### src/hw/crf_defines.vh
`ifndef CRF_DEFINES_VH
`define CRF_DEFINES_VH

// APB register byte offsets.
`define CRF_OFF_AF 8'h00
`define CRF_OFF_BC 8'h04
`define CRF_OFF_DE 8'h08
`define CRF_OFF_HL 8'h0c
`define CRF_OFF_IX 8'h10
`define CRF_OFF_IY 8'h14
`define CRF_OFF_SP 8'h18
`define CRF_OFF_PC 8'h1c
`define CRF_OFF_IR 8'h20

// Field positions inside condition_flags.
`define CRF_FL_SIGN 7
`define CRF_FL_ZERO 6
`define CRF_FL_HALF 4
`define CRF_FL_PV 2
`define CRF_FL_SUB 1
`define CRF_FL_CARRY 0

// Reset values.
`define CRF_RST_BYTE 8'h00
`define CRF_RST_WORD 16'h0000

// Byte register select codes.
`define CRF_G_B 3'h0
`define CRF_G_C 3'h1
`define CRF_G_D 3'h2
`define CRF_G_E 3'h3
`define CRF_G_H 3'h4
`define CRF_G_L 3'h5
`define CRF_G_A 3'h7

// Pair select field kinds.
`define CRF_KIND_HL_SP 2'h0
`define CRF_KIND_FIRST 2'h1
`define CRF_KIND_SECOND 2'h2
`define CRF_KIND_ACCF 2'h3

// Flag update kinds.
`define CRF_ALU_ADD 2'h0
`define CRF_ALU_SUB 2'h1
`define CRF_ALU_LOGIC 2'h2
`define CRF_ALU_ROT 2'h3

// Operand address modes.
`define CRF_EA_INDIRECT 2'h0
`define CRF_EA_INDEXED 2'h1
`define CRF_EA_EXTENDED 2'h2
`define CRF_EA_IMMED 2'h3

// I/O address forms.
`define CRF_IO_OPER_ACC 2'h0
`define CRF_IO_B_C 2'h1
`define CRF_IO_OPER_ZERO 2'h2
`define CRF_IO_C_ZERO 2'h3

`endif

### src/hw/crf_regfile.v
`timescale 1ns/10ps
// Notes on behaviour
// - Vector base gives vector high byte, resets zero.
// - Low seven counter bits count opcode fetches.
// - Sixteen-bit stack pointer, cleared by reset.
// - Program counter advances per fetch, resets zero.
// - Indexed address adds signed displacement to index.
// - Sign flag copies result top bit.
// - Zero flag set on zero result.
// - Half carry records carry/borrow out of bit 3, or bit 11 for word ops.
// - Logic ops: parity flag set on even.
// - Arithmetic: same flag marks signed overflow.
// - Subtract flag set by subtraction-type operations.
// - Carry from top bit; rotates update it.
// - Three-bit code selects single byte registers.
// - HL/SP pair field decodes BC,DE,HL,SP.
// - Index fields decode index; accum field decodes AF.
// - High/low suffix picks upper/lower byte, except on AF pair writes.
// - Indirect address comes straight from BC/DE/HL.
// - Extended/immediate operands come from instruction.
// - Relative branch adds displacement to program counter.
// - First I/O form: operand low, accumulator high.
// - Second I/O form: B low, C high.
// - Third/fourth forms: operand or C, high zero.
// - Alternate AF and pairs swap with primary.

`include "crf_defines.vh"

module crf_regfile (
  // Clock and reset.
  input wire pclk,
  input wire presetn,
  // APB slave.
  input wire psel,
  input wire penable,
  input wire pwrite,
  input wire [7:0] paddr,
  input wire [31:0] pwdata,
  output reg [31:0] prdata,
  output wire pready,
  output reg pslverr,
  // Instruction sequencing.
  input wire opcode_fetch_cycle,
  input wire rel_branch,
  input wire [7:0] rel_disp,
  input wire pc_load,
  input wire [15:0] pc_load_val,
  input wire exchange_sets,
  // Byte and pair writes.
  input wire byte_we,
  input wire [2:0] byte_sel,
  input wire [7:0] byte_wdata,
  input wire pair_we,
  input wire [1:0] pair_kind,
  input wire [1:0] pair_code,
  input wire pair_half_en,
  input wire pair_half_hi,
  input wire [15:0] pair_wdata,
  // Flag update from the arithmetic unit.
  input wire flag_upd,
  input wire [1:0] alu_kind,
  input wire alu_word,
  input wire [15:0] alu_a,
  input wire [15:0] alu_b,
  input wire [15:0] alu_res,
  input wire rot_carry,
  // Operand and I/O address generation.
  input wire ea_req,
  input wire [1:0] ea_mode,
  input wire ea_second_index,
  input wire [7:0] ea_disp,
  input wire [15:0] ea_imm,
  input wire io_req,
  input wire [1:0] io_form,
  input wire [7:0] io_operand,
  input wire [7:0] vec_low,
  // Results.
  output reg [15:0] addr_out,
  output reg addr_valid,
  output reg io_request_strobe_n,
  output reg [15:0] vec_addr,
  output reg [7:0] byte_rd,
  output reg [15:0] pair_rd,
  output reg [7:0] accum_out,
  output reg [7:0] condition_flags_out
);

  // ****************************************************************
  // Register state
  // ****************************************************************

  // Primary set: accumulator, flags and the three general pairs.
  reg [7:0] acc_reg;
  reg [7:0] condition_flags_reg;
  reg [15:0] bc_reg;
  reg [15:0] de_reg;
  reg [15:0] hl_reg;
  // Alternate set, reachable only by exchange.
  reg [7:0] acc_alt_reg;
  reg [7:0] flags_alt_reg;
  reg [15:0] bc_alt_reg;
  reg [15:0] de_alt_reg;
  reg [15:0] hl_alt_reg;
  // Special registers.
  reg [7:0] vec_base_reg;
  reg [7:0] fetch_count_reg;
  reg [15:0] ix_reg;
  reg [15:0] iy_reg;
  reg [15:0] stack_pointer_reg;
  reg [15:0] program_counter_reg;

  // ****************************************************************
  // Functions
  // ****************************************************************

  // Reads a 16-bit pair through one of the four two-bit fields.
  function [15:0] pair_read;
    input [1:0] kind;
    input [1:0] code;
    input [15:0] bc;
    input [15:0] de;
    input [15:0] hl;
    input [15:0] ix;
    input [15:0] iy;
    input [15:0] sp;
    input [15:0] af;
    begin
      case (code)
        2'h0: pair_read = bc;
        2'h1: pair_read = de;
        2'h2: begin
          case (kind)
            `CRF_KIND_FIRST: pair_read = ix;
            `CRF_KIND_SECOND: pair_read = iy;
            default: pair_read = hl;
          endcase
        end
        default: pair_read = (kind == `CRF_KIND_ACCF) ? af : sp;
      endcase
    end
  endfunction

  // Replaces one byte of a word, or all of it, as a write asks.
  function [15:0] merge_half;
    input [15:0] old;
    input [15:0] wdata;
    input half_en;
    input half_hi;
    begin
      if (!half_en) begin
        merge_half = wdata;
      end else if (half_hi) begin
        merge_half = {wdata[7:0], old[7:0]};
      end else begin
        merge_half = {old[15:8], wdata[7:0]};
      end
    end
  endfunction

  // ****************************************************************
  // Flag computation
  // ****************************************************************

  reg [16:0] sum_w;
  reg [15:0] res_w;
  reg top_a;
  reg top_b;
  reg top_r;
  reg [7:0] flags_next;

  // Forms the new flag byte; bits 5 and 3 keep their stored value.
  always @* begin
    if (alu_kind == `CRF_ALU_SUB) begin
      sum_w = {1'b0, alu_a} - {1'b0, alu_b};
    end else begin
      sum_w = {1'b0, alu_a} + {1'b0, alu_b};
    end
    if (alu_kind == `CRF_ALU_ADD || alu_kind == `CRF_ALU_SUB) begin
      res_w = sum_w[15:0];
    end else begin
      res_w = alu_res;
    end
    top_a = alu_word ? alu_a[15] : alu_a[7];
    top_b = alu_word ? alu_b[15] : alu_b[7];
    top_r = alu_word ? res_w[15] : res_w[7];
    flags_next = condition_flags_reg;
    flags_next[`CRF_FL_SIGN] = top_r;
    if (alu_word) begin
      flags_next[`CRF_FL_ZERO] = (res_w == 16'h0000);
      flags_next[`CRF_FL_HALF] = alu_a[12] ^ alu_b[12] ^ res_w[12];
    end else begin
      flags_next[`CRF_FL_ZERO] = (res_w[7:0] == 8'h00);
      flags_next[`CRF_FL_HALF] = alu_a[4] ^ alu_b[4] ^ res_w[4];
    end
    case (alu_kind)
      `CRF_ALU_ADD: begin
        // Overflow when like-signed operands give an unlike result.
        flags_next[`CRF_FL_PV] = (top_a == top_b) && (top_r != top_a);
        flags_next[`CRF_FL_SUB] = 1'b0;
        flags_next[`CRF_FL_CARRY] = alu_word ? sum_w[16] :
          (alu_a[8] ^ alu_b[8] ^ sum_w[8]);
      end
      `CRF_ALU_SUB: begin
        // Overflow when unlike-signed operands flip the minuend sign.
        flags_next[`CRF_FL_PV] = (top_a != top_b) && (top_r != top_a);
        flags_next[`CRF_FL_SUB] = 1'b1;
        flags_next[`CRF_FL_CARRY] = alu_word ? sum_w[16] :
          (alu_a[8] ^ alu_b[8] ^ sum_w[8]);
      end
      `CRF_ALU_LOGIC: begin
        // Even count of ones sets the flag.
        flags_next[`CRF_FL_PV] = ~(^res_w[7:0]);
      end
      default: begin
        // Shifts and rotates deliver their own carry.
        flags_next[`CRF_FL_CARRY] = rot_carry;
      end
    endcase
  end

  // ****************************************************************
  // Address generation
  // ****************************************************************

  reg [15:0] ea_next;
  reg [15:0] io_next;
  reg [15:0] index_sel;

  // Computes the operand address and the I/O address.
  always @* begin
    index_sel = ea_second_index ? iy_reg : ix_reg;
    case (ea_mode)
      `CRF_EA_INDIRECT: begin
        case (pair_code)
          2'h0: ea_next = bc_reg;
          2'h1: ea_next = de_reg;
          default: ea_next = hl_reg;
        endcase
      end
      `CRF_EA_INDEXED: begin
        ea_next = index_sel + {{8{ea_disp[7]}}, ea_disp};
      end
      `CRF_EA_EXTENDED: ea_next = ea_imm;
      default: ea_next = program_counter_reg;
    endcase
    case (io_form)
      `CRF_IO_OPER_ACC: io_next = {acc_reg, io_operand};
      `CRF_IO_B_C: io_next = {bc_reg[7:0], bc_reg[15:8]};
      `CRF_IO_OPER_ZERO: io_next = {8'h00, io_operand};
      default: io_next = {8'h00, bc_reg[7:0]};
    endcase
  end

  // Registers the address bus value; the I/O strobe is low in the cycle after each io_req cycle.
  always @(posedge pclk or negedge presetn) begin
    if (!presetn) begin
      addr_out <= `CRF_RST_WORD;
      addr_valid <= 1'b0;
      io_request_strobe_n <= 1'b1;
      vec_addr <= `CRF_RST_WORD;
    end else begin
      addr_valid <= ea_req | io_req;
      io_request_strobe_n <= ~io_req;
      if (io_req) begin
        addr_out <= io_next;
      end else if (ea_req) begin
        addr_out <= ea_next;
      end
      vec_addr <= {vec_base_reg, vec_low};
    end
  end

  // ****************************************************************
  // APB access
  // ****************************************************************

  wire apb_setup = psel & ~penable;
  wire apb_wr = psel & penable & pwrite;
  reg [31:0] rd_mux;
  reg addr_hit;

  assign pready = 1'b1;

  // Decodes the byte address into read data and a hit flag.
  always @* begin
    addr_hit = 1'b1;
    rd_mux = 32'h00000000;
    case (paddr)
      `CRF_OFF_AF: rd_mux = {16'h0000, acc_reg, condition_flags_reg};
      `CRF_OFF_BC: rd_mux = {16'h0000, bc_reg};
      `CRF_OFF_DE: rd_mux = {16'h0000, de_reg};
      `CRF_OFF_HL: rd_mux = {16'h0000, hl_reg};
      `CRF_OFF_IX: rd_mux = {16'h0000, ix_reg};
      `CRF_OFF_IY: rd_mux = {16'h0000, iy_reg};
      `CRF_OFF_SP: rd_mux = {16'h0000, stack_pointer_reg};
      `CRF_OFF_PC: rd_mux = {16'h0000, program_counter_reg};
      `CRF_OFF_IR: rd_mux = {16'h0000, vec_base_reg, fetch_count_reg};
      default: addr_hit = 1'b0;
    endcase
  end

  // Captures read data and the error answer in the setup cycle.
  always @(posedge pclk or negedge presetn) begin
    if (!presetn) begin
      prdata <= 32'h00000000;
      pslverr <= 1'b0;
    end else if (apb_setup) begin
      prdata <= pwrite ? 32'h00000000 : rd_mux;
      pslverr <= ~addr_hit;
    end
  end

  // ****************************************************************
  // Register updates
  // ****************************************************************

  // Core operations first; an APB write in the same cycle wins.
  always @(posedge pclk or negedge presetn) begin
    if (!presetn) begin
      acc_reg <= `CRF_RST_BYTE;
      condition_flags_reg <= `CRF_RST_BYTE;
      bc_reg <= `CRF_RST_WORD;
      de_reg <= `CRF_RST_WORD;
      hl_reg <= `CRF_RST_WORD;
      acc_alt_reg <= `CRF_RST_BYTE;
      flags_alt_reg <= `CRF_RST_BYTE;
      bc_alt_reg <= `CRF_RST_WORD;
      de_alt_reg <= `CRF_RST_WORD;
      hl_alt_reg <= `CRF_RST_WORD;
      vec_base_reg <= `CRF_RST_BYTE;
      fetch_count_reg <= `CRF_RST_BYTE;
      ix_reg <= `CRF_RST_WORD;
      iy_reg <= `CRF_RST_WORD;
      stack_pointer_reg <= `CRF_RST_WORD;
      program_counter_reg <= `CRF_RST_WORD;
    end else begin
      // Sequencing: fetch, then branch or load override.
      if (opcode_fetch_cycle) begin
        fetch_count_reg <= {fetch_count_reg[7],
          fetch_count_reg[6:0] + 7'h01};
        program_counter_reg <= program_counter_reg + 16'h0001;
      end
      if (rel_branch) begin
        program_counter_reg <= program_counter_reg +
          {{8{rel_disp[7]}}, rel_disp};
      end else if (pc_load) begin
        program_counter_reg <= pc_load_val;
      end
      // Swap primary and alternate sets.
      if (exchange_sets) begin
        acc_reg <= acc_alt_reg;
        acc_alt_reg <= acc_reg;
        condition_flags_reg <= flags_alt_reg;
        flags_alt_reg <= condition_flags_reg;
        bc_reg <= bc_alt_reg;
        bc_alt_reg <= bc_reg;
        de_reg <= de_alt_reg;
        de_alt_reg <= de_reg;
        hl_reg <= hl_alt_reg;
        hl_alt_reg <= hl_reg;
      end
      if (flag_upd) begin
        condition_flags_reg <= flags_next;
      end
      // Single byte write through the three-bit field.
      if (byte_we) begin
        case (byte_sel)
          `CRF_G_B: bc_reg[15:8] <= byte_wdata;
          `CRF_G_C: bc_reg[7:0] <= byte_wdata;
          `CRF_G_D: de_reg[15:8] <= byte_wdata;
          `CRF_G_E: de_reg[7:0] <= byte_wdata;
          `CRF_G_H: hl_reg[15:8] <= byte_wdata;
          `CRF_G_L: hl_reg[7:0] <= byte_wdata;
          `CRF_G_A: acc_reg <= byte_wdata;
          default: ;
        endcase
      end
      // Pair write through the two-bit field, whole or one half.
      if (pair_we) begin
        case (pair_code)
          2'h0: bc_reg <= merge_half(bc_reg, pair_wdata, pair_half_en,
            pair_half_hi);
          2'h1: de_reg <= merge_half(de_reg, pair_wdata, pair_half_en,
            pair_half_hi);
          2'h2: begin
            if (pair_kind == `CRF_KIND_FIRST) begin
              ix_reg <= merge_half(ix_reg, pair_wdata, pair_half_en,
                pair_half_hi);
            end else if (pair_kind == `CRF_KIND_SECOND) begin
              iy_reg <= merge_half(iy_reg, pair_wdata, pair_half_en,
                pair_half_hi);
            end else begin
              hl_reg <= merge_half(hl_reg, pair_wdata, pair_half_en,
                pair_half_hi);
            end
          end
          default: begin
            if (pair_kind == `CRF_KIND_ACCF) begin
              acc_reg <= pair_wdata[15:8];
              condition_flags_reg <= pair_wdata[7:0];
            end else begin
              stack_pointer_reg <= merge_half(stack_pointer_reg,
                pair_wdata, pair_half_en, pair_half_hi);
            end
          end
        endcase
      end
      // Software write over APB.
      if (apb_wr) begin
        case (paddr)
          `CRF_OFF_AF: begin
            acc_reg <= pwdata[15:8];
            condition_flags_reg <= pwdata[7:0];
          end
          `CRF_OFF_BC: bc_reg <= pwdata[15:0];
          `CRF_OFF_DE: de_reg <= pwdata[15:0];
          `CRF_OFF_HL: hl_reg <= pwdata[15:0];
          `CRF_OFF_IX: ix_reg <= pwdata[15:0];
          `CRF_OFF_IY: iy_reg <= pwdata[15:0];
          `CRF_OFF_SP: stack_pointer_reg <= pwdata[15:0];
          `CRF_OFF_PC: program_counter_reg <= pwdata[15:0];
          `CRF_OFF_IR: begin
            vec_base_reg <= pwdata[15:8];
            fetch_count_reg <= pwdata[7:0];
          end
          default: ;
        endcase
      end
    end
  end

  // ****************************************************************
  // Read ports toward the core
  // ****************************************************************

  reg [15:0] pair_sel_w;

  // Registers the selected byte, the selected pair and A and F.
  always @* begin
    pair_sel_w = pair_read(pair_kind, pair_code, bc_reg, de_reg, hl_reg,
      ix_reg, iy_reg, stack_pointer_reg, {acc_reg, condition_flags_reg});
  end

  always @(posedge pclk or negedge presetn) begin
    if (!presetn) begin
      byte_rd <= `CRF_RST_BYTE;
      pair_rd <= `CRF_RST_WORD;
      accum_out <= `CRF_RST_BYTE;
      condition_flags_out <= `CRF_RST_BYTE;
    end else begin
      case (byte_sel)
        `CRF_G_B: byte_rd <= bc_reg[15:8];
        `CRF_G_C: byte_rd <= bc_reg[7:0];
        `CRF_G_D: byte_rd <= de_reg[15:8];
        `CRF_G_E: byte_rd <= de_reg[7:0];
        `CRF_G_H: byte_rd <= hl_reg[15:8];
        `CRF_G_L: byte_rd <= hl_reg[7:0];
        `CRF_G_A: byte_rd <= acc_reg;
        default: byte_rd <= 8'h00;
      endcase
      if (pair_half_en) begin
        pair_rd <= {8'h00, pair_half_hi ? pair_sel_w[15:8] :
          pair_sel_w[7:0]};
      end else begin
        pair_rd <= pair_sel_w;
      end
      accum_out <= acc_reg;
      condition_flags_out <= condition_flags_reg;
    end
  end

endmodule // crf_regfile

### config.mk
export PLATFORM = sky130hd
export DESIGN_NAME = crf_regfile
export DESIGN_NICKNAME = d
export VERILOG_FILES = /design/src/hw/crf_regfile.v
export VERILOG_INCLUDE_DIRS = /design/src /design/src/hw
export SDC_FILE = /design/constraint.sdc
export NUM_CORES = 1
export LEC_CHECK = 0
export BUFFER_PORTS_ARGS = -buffer_cell sky130_fd_sc_hd__buf_2
export CELL_PAD_IN_SITES_DETAIL_PLACEMENT = 0
export CELL_PAD_IN_SITES_GLOBAL_PLACEMENT = 1
export CORE_ASPECT_RATIO = 0.75
export CORE_MARGIN = 2
export CORE_UTILIZATION = 25
export CTS_CLUSTER_DIAMETER = 100
export CTS_CLUSTER_SIZE = 40
export DETAILED_ROUTE_END_ITERATION = 7
export GPL_ROUTABILITY_DRIVEN = 0
export PLACE_DENSITY = 0.61
export SLEW_MARGIN = 20
export SYNTH_ARGS = -nofsm -noshare
export SYNTH_HDL_FRONTEND = slang
export SYNTH_SLANG_ARGS = --single-unit
### constraint.sdc
create_clock -name pclk -period 3.9 [get_ports pclk]
set_clock_uncertainty 0.15 [all_clocks]
set_input_delay 0.39 -clock pclk [delete_from_list [all_inputs] [get_ports pclk]]
set_output_delay 0.39 -clock pclk [all_outputs]
set_load 0.005 [all_outputs]
* After elaboration in Yosys (flattened, before gate mapping)
Index checks and enable logic that the tools add are counted.
** Storage, ports and cells
- Register bits after elaboration :: 315
- Input port bits :: 208
- Output and inout bits :: 108
- Word-level logic and storage cells :: 194
** Cells by class
- Add/subtract/negate cells :: 6
- Eq/ne operators :: 28
- Muxes and demuxes :: 103
- Bitwise logic cells :: 14
- Reductions and logical operators :: 17
** Operators with widths (number)
- $mux W16 :: 59
- $mux W8 :: 24
- $pmux W16 S3 :: 3
- $pmux W16 S9 :: 1
- $pmux W16 S2 :: 2
- $pmux W8 S7 :: 1
- $add A16 B16 Y16 :: 2
- $eq A8 B5 Y1 const B :: 4
- $mux W32 :: 1
- $add A16 B16 Y17 :: 1
- $mux W17 :: 1
- $sub A16 B16 Y17 :: 1
- $add A16 B1 Y16 const B :: 1
- $eq A8 B4 Y1 const B :: 2
- $logic_not A16 Y1 :: 1
- $logic_not A8 Y1 :: 2
- $eq A2 B2 Y1 const B :: 6
- $eq A2 B1 Y1 const B :: 5
- $eq A3 B3 Y1 const B :: 3
- $reduce_or A9 Y1 :: 1
- $eq A8 B3 Y1 const B :: 1
- $eq A8 B6 Y1 const B :: 1
- $logic_not A2 Y1 :: 4
- $reduce_xor A8 Y1 :: 1
- other kinds (20) :: 40

* Logic depth before layout (Yosys ltp)
- Word-level depth :: 13
- Mapped depth :: 20
- Depth with buffers taken out :: 20

* Worst setup path after synthesis
OpenSTA, ideal clock, no wires.
- Path kind :: input to register
- Start point :: input port alu_kind[1]
- End point :: register condition_flags_reg[2]
- Setup time :: 131 ps
- Arrival :: 3710 ps
- Slack :: -91 ps
- Stages :: 19
- Path buffers :: 2
- Cells stage by stage :: clkbuf_1 > nand2b_1 > clkbuf_1 > nand2_1 > xor2_1 > ha_1 > a21o_1 > or3_1 > o21ai_0 > xor2_1 > nor2_1 > a21oi_1 > ha_1 > xor2_1 > xnor2_1 > o21ai_0 > a21oi_1 > a21oi_1 > or3_1
** On the way
- Longest elaborated chain between the ends :: 13
- Elaborated cells between the ends (all ways) :: 19
- Classes of those cells :: 3 x eq/ne; 10 x mux; 1 x bitwise; 5 x reduce/logical
** Ends and longest elaborated chain
- from (decl) :: line crf_regfile.v:61 : input wire [1:0] alu_kind,
- $eq A2 B1 Y1 or $logic_not A2 Y1 (tied branches) :: line crf_regfile.v:195 : case (alu_kind)
- $mux W17 or $logic_or A1 B1 Y1 (tied branches)
- $mux W16 :: line crf_regfile.v:178 : if (alu_kind == `CRF_ALU_ADD || alu_kind == `CRF_ALU_SUB) begin
- $mux W1 :: line crf_regfile.v:185 : top_r = alu_word ? res_w[15] : res_w[7];
- $ne A1 B1 Y1 :: line crf_regfile.v:198, crf_regfile.v:205
- $logic_and A1 B1 Y1 (on tied branches) :: line crf_regfile.v:205, crf_regfile.v:198
- $pmux W1 S3 (*) :: line crf_regfile.v:195
- $mux W8 (*) :: line crf_regfile.v:362 : if (flag_upd) begin
- $mux W8 :: line crf_regfile.v:398 : if (pair_kind == `CRF_KIND_ACCF) begin
- $mux W8 :: line crf_regfile.v:380 : case (pair_code)
- $mux W8 (*) :: line crf_regfile.v:379 : if (pair_we) begin
- $mux W8 :: line crf_regfile.v:410 : case (paddr)
- $mux W8 (*) :: line crf_regfile.v:409 : if (apb_wr) begin
- to (signal assigned) :: line crf_regfile.v:363 : condition_flags_reg <= flags_next;
- to (signal assigned) :: line crf_regfile.v:400 : condition_flags_reg <= pair_wdata[7:0];
- to (signal assigned) :: line crf_regfile.v:413 : condition_flags_reg <= pwdata[7:0];
- to (decl) :: line crf_regfile.v:94 : reg [7:0] condition_flags_reg;
Mark *: on every way between the ends. The rest lies on a longest branch, timed or not.
A chain may end at the register's enable or synchronous reset.

* Worst setup path in the final report
- Start point :: register iy_reg[0]
- End point :: register addr_out[14]
** On the way
- Longest elaborated chain between the ends :: 5
** Ends and longest elaborated chain
- from (decl) :: line crf_regfile.v:108 : reg [15:0] iy_reg;
- from (signal assigned) :: line crf_regfile.v:333 : iy_reg <= `CRF_RST_WORD;
- from (signal assigned) :: line crf_regfile.v:390 : iy_reg <= merge_half(iy_reg, pair_wdata, pair_half_en,
- from (signal assigned) :: line crf_regfile.v:419 : `CRF_OFF_IY: iy_reg <= pwdata[15:0];
- $mux W16 :: line crf_regfile.v:231 : index_sel = ea_second_index ? iy_reg : ix_reg;
- $add A16 B16 Y16 :: line crf_regfile.v:241 : ea_next = index_sel + {{8{ea_disp[7]}}, ea_disp};
- $pmux W16 S3 :: line crf_regfile.v:232 : case (ea_mode)
- $mux W16 :: line crf_regfile.v:266 : end else if (ea_req) begin
- $mux W16 :: line crf_regfile.v:264 : if (io_req) begin
- to (signal assigned) :: line crf_regfile.v:257 : addr_out <= `CRF_RST_WORD;
- to (signal assigned) :: line crf_regfile.v:265 : addr_out <= io_next;
- to (signal assigned) :: line crf_regfile.v:267 : addr_out <= ea_next;
- to (decl) :: line crf_regfile.v:78 : output reg [15:0] addr_out,
Every way passes these cells. The select of a mux whose other input is x is not followed.

==> impl_metrics.yaml <==
power_and_ir_drop:
  power_frac_comb_pct: 36.1
  switching_power_mw: 5.33
  swShare_pct: 44.8
  seqPwrFrac_pct: 47.6
  p_leak_nw: 10.1
  max-vdd-ir-drop_mv: 0.287
  clock_power_share_pct: 16.3
  p_int_mw: 6.57
  powerDensity_nw_per_um2: 506
logic_synthesis:
  yosys.area.top_type_share_pct: 36.9
  synth_area_um2: 20200
  synth_area_leaders: "dfrtp_1 37%, mux2i_1 7.5%, a21oi_1 6.7%"
  yosysSeqAreaShare_pct: 37.0
  ys_warn_count: 0
  netlist_instances: 2374
  ys_types: 68
  synth_edf_count: 0
  synthesis.area_per_instance_um2: 8.52
  ys_ff_latch: 299
  ys.flop_type: "dfrtp_1"
  synth_top_area_cell: "dfrtp_1"
  synth_common_cells: "298 x dfrtp_1, 272 x a21oi_1, 259 x nor2_1"
  synthArstFlopShare_pct: 100
  yosysMostFrequentCell: "dfrtp_1"
sta:
  period_share_pct: 94.5
  setup_viol: 0
  rsz0062_at_grt: "false"
  final.setup.worst_slack_ns: 0.215
  fmax_mhz: 271
  hold_viol_final: 0
  worstMarginPinSlew_ns: 1.10
  slew_violations: 0
  relSlewSlack_pct: 26.5
  finalCriticalPeriod_ns: 3.69
setup_path:
  r2r_end: "addr_out[14]$_DFFE_PN0P_"
  critPathCaptureType: "flip-flop"
  timing.critical_path.arrival_ns: 3.99
  rr_startpoint: "iy_reg[0]$_DFF_PN0_"
  crit_path_start_kind: "flip-flop"
  critPathRequiredTime_ns: 4.20
  r2r_cells: 11
  r2r_slack_ns: 0.21
  worstPathMaxFanout: 4
  path_class: "reg2reg"
run:
  max_cap_viol_count: 0
min_path:
  hp-start: "pair_wdata[12]"
  hp-class: "in2reg"
  min_delay_path_depth: 3
  min_to: "acc_reg[4]$_DFF_PN0_"
global_route:
  grt_pass1_vias: 18600
  grt_pass1_wl_um: 136000
  grt_max_degree: 81
  grt.overflow.total: 0
  grt_usage_pct: 22.2
  antenna_found_initial: 15
drt:
  vias: 19900
  wl_per_cell_um: 26.2
  post-route-drc-count: 0
  wirelength_um: 95500
  post_drt_via_cell_ratio: 5.44
  first_pass_iters: 8
  first_iter_violations: 2680
  ant_nets: 0
placed_design:
  pre_cts_slack_ns: -0.139
  dp_hpwl_um: 70500
  place.port_buffers: 282
cts:
  cts_max_path_buffers: 3
  cts_sinks: 299
  clk_latency_ns: 0.59
  clkTransAtPathRegs_ns: 0.16
  htree_levels: 1
  root_buffer: "clkbuf_16"
  postCtsSetupBuffers: 0
  cts_made_buffers: 13
  hold_buffers: 19
  cts_tree: "done"
  ctsResizeCount: 0
cells_and_area:
  fin_util_pct: 29.3
  fillers: 8528
  synthToLayoutAreaGrowth_pct: 16.3
  nets: 2853
  regArea_um2: 7480
  antenna_cells: 0
  multiInputGateArea_um2: 11900
  drive_above_1_share_pct: 19.6
floorplan:
  ioPinCount: 316
  chipHeight_um: 250
  rows: 90
  die_x_um: 332
  fp.coreArea_um2: 80300
  start_util_pct: 25.2
  dieArea_um2: 83200
status:
  outcome: "finished clean"
==> layer usage <==
metal,share of wire (%),GRT usage (%),up-vias
li1,-,-,8919
met1,46,33.0,9768
met2,41,31.7,1021
met3,9.4,5.32,152
met4,3.3,6.06,10
met5,0.069,0,-
==> power groups by stage <==
stage	combinational, mW	clock (mW)	sequential [mW]
6_report	4.30	1.94	5.66
5_1_grt	4.72	2.07	5.70
4_1_cts	4.23	1.97	5.56
3_5_place_dp	4.20	0	5.63
3_3_place_gp	4.13	0	5.60
2_1_floorplan	2.82	0	4.66
==> worst max-delay path, stage by stage (launching register included) <==
cell	delay [ns]
dfrtp_1	0.49
mux2_2	0.30
ha_1	0.21
fa_1	0.43
a21o_1	0.18
a21oi_1	0.27
o21ai_0	0.19
a2111oi_0	0.63
o41ai_1	0.22
xnor2_1	0.16
o21ai_0	0.22
o211ai_1	0.12
==> cell type report <==
type	count	share of cell area [%]
multi-input cells	1858	50.6
clock inverters	7	0.569
clock buffers	14	1.40
well taps	1058	5.63
flip-flops and latches	299	31.8
repair buffers	376	9.38
inverters	38	0.607
==> logic make-up after synthesis <==
logic type / share of synthesized area [%]
compound gates: 21.8
mux: 13.9
xor+xnor: 3.55
simple gates: 15.2
fa+ha+maj: 3.76
other cells: 0.0371
flops: 37.0
buf+inv: 4.65
==> worst max-delay path by stage <==
stage	startpoint	to	depth (start not counted)
CTS	iy_reg[0]$_DFF_PN0_	addr_out[14]$_DFFE_PN0P_	11
global route	iy_reg[0]$_DFF_PN0_	addr_out[14]$_DFFE_PN0P_	11
finish	iy_reg[0]$_DFF_PN0_	addr_out[14]$_DFFE_PN0P_	11
detailed placement	alu_b[0]	condition_flags_reg[6]$_DFF_PN0_	20
floorplan	alu_kind[1]	condition_flags_reg[2]$_DFF_PN0_	19
global placement	alu_b[0]	condition_flags_reg[6]$_DFF_PN0_	20
==> stage by stage <==
stage          std cells  hold slack (ns)  area (um2)  total power, mW  TNS, ns
3_3_place_gp        3610            0.234       22900             9.73   -0.227
5_1_grt             3650          0.00527       23500             12.5        0
6_report            3650           0.0102       23500             11.9        0
2_1_floorplan       2389          -0.0556       20300             7.49        0
4_1_cts             3650          0.00125       23500             11.8        0
3_5_place_dp        3610            0.243       22900             9.82   -0.201
==> cell usage in the layout (no fill, tap or decap), types with 13 or more instances in the layout <==
master,count
dlygate4sd3_1,19
mux2i_1,152
nor2b_1,43
buf_2,280
o211ai_1,13
a22oi_1,48
a211oi_1,41
ha_1,56
nor2_1,259
conb_1,17
a222oi_1,17
a221oi_1,26
nand3_1,49
a31oi_1,13
xnor2_1,50
dfrtp_1,298
a21o_1,17
inv_1,38
nor3_1,29
mux2_2,97
clkbuf_16,13
nand2_1,247
buf_4,73
o21ai_0,220
nand2b_1,15
xor2_1,32
a21oi_1,272
(Power assumes the default switching activity.)
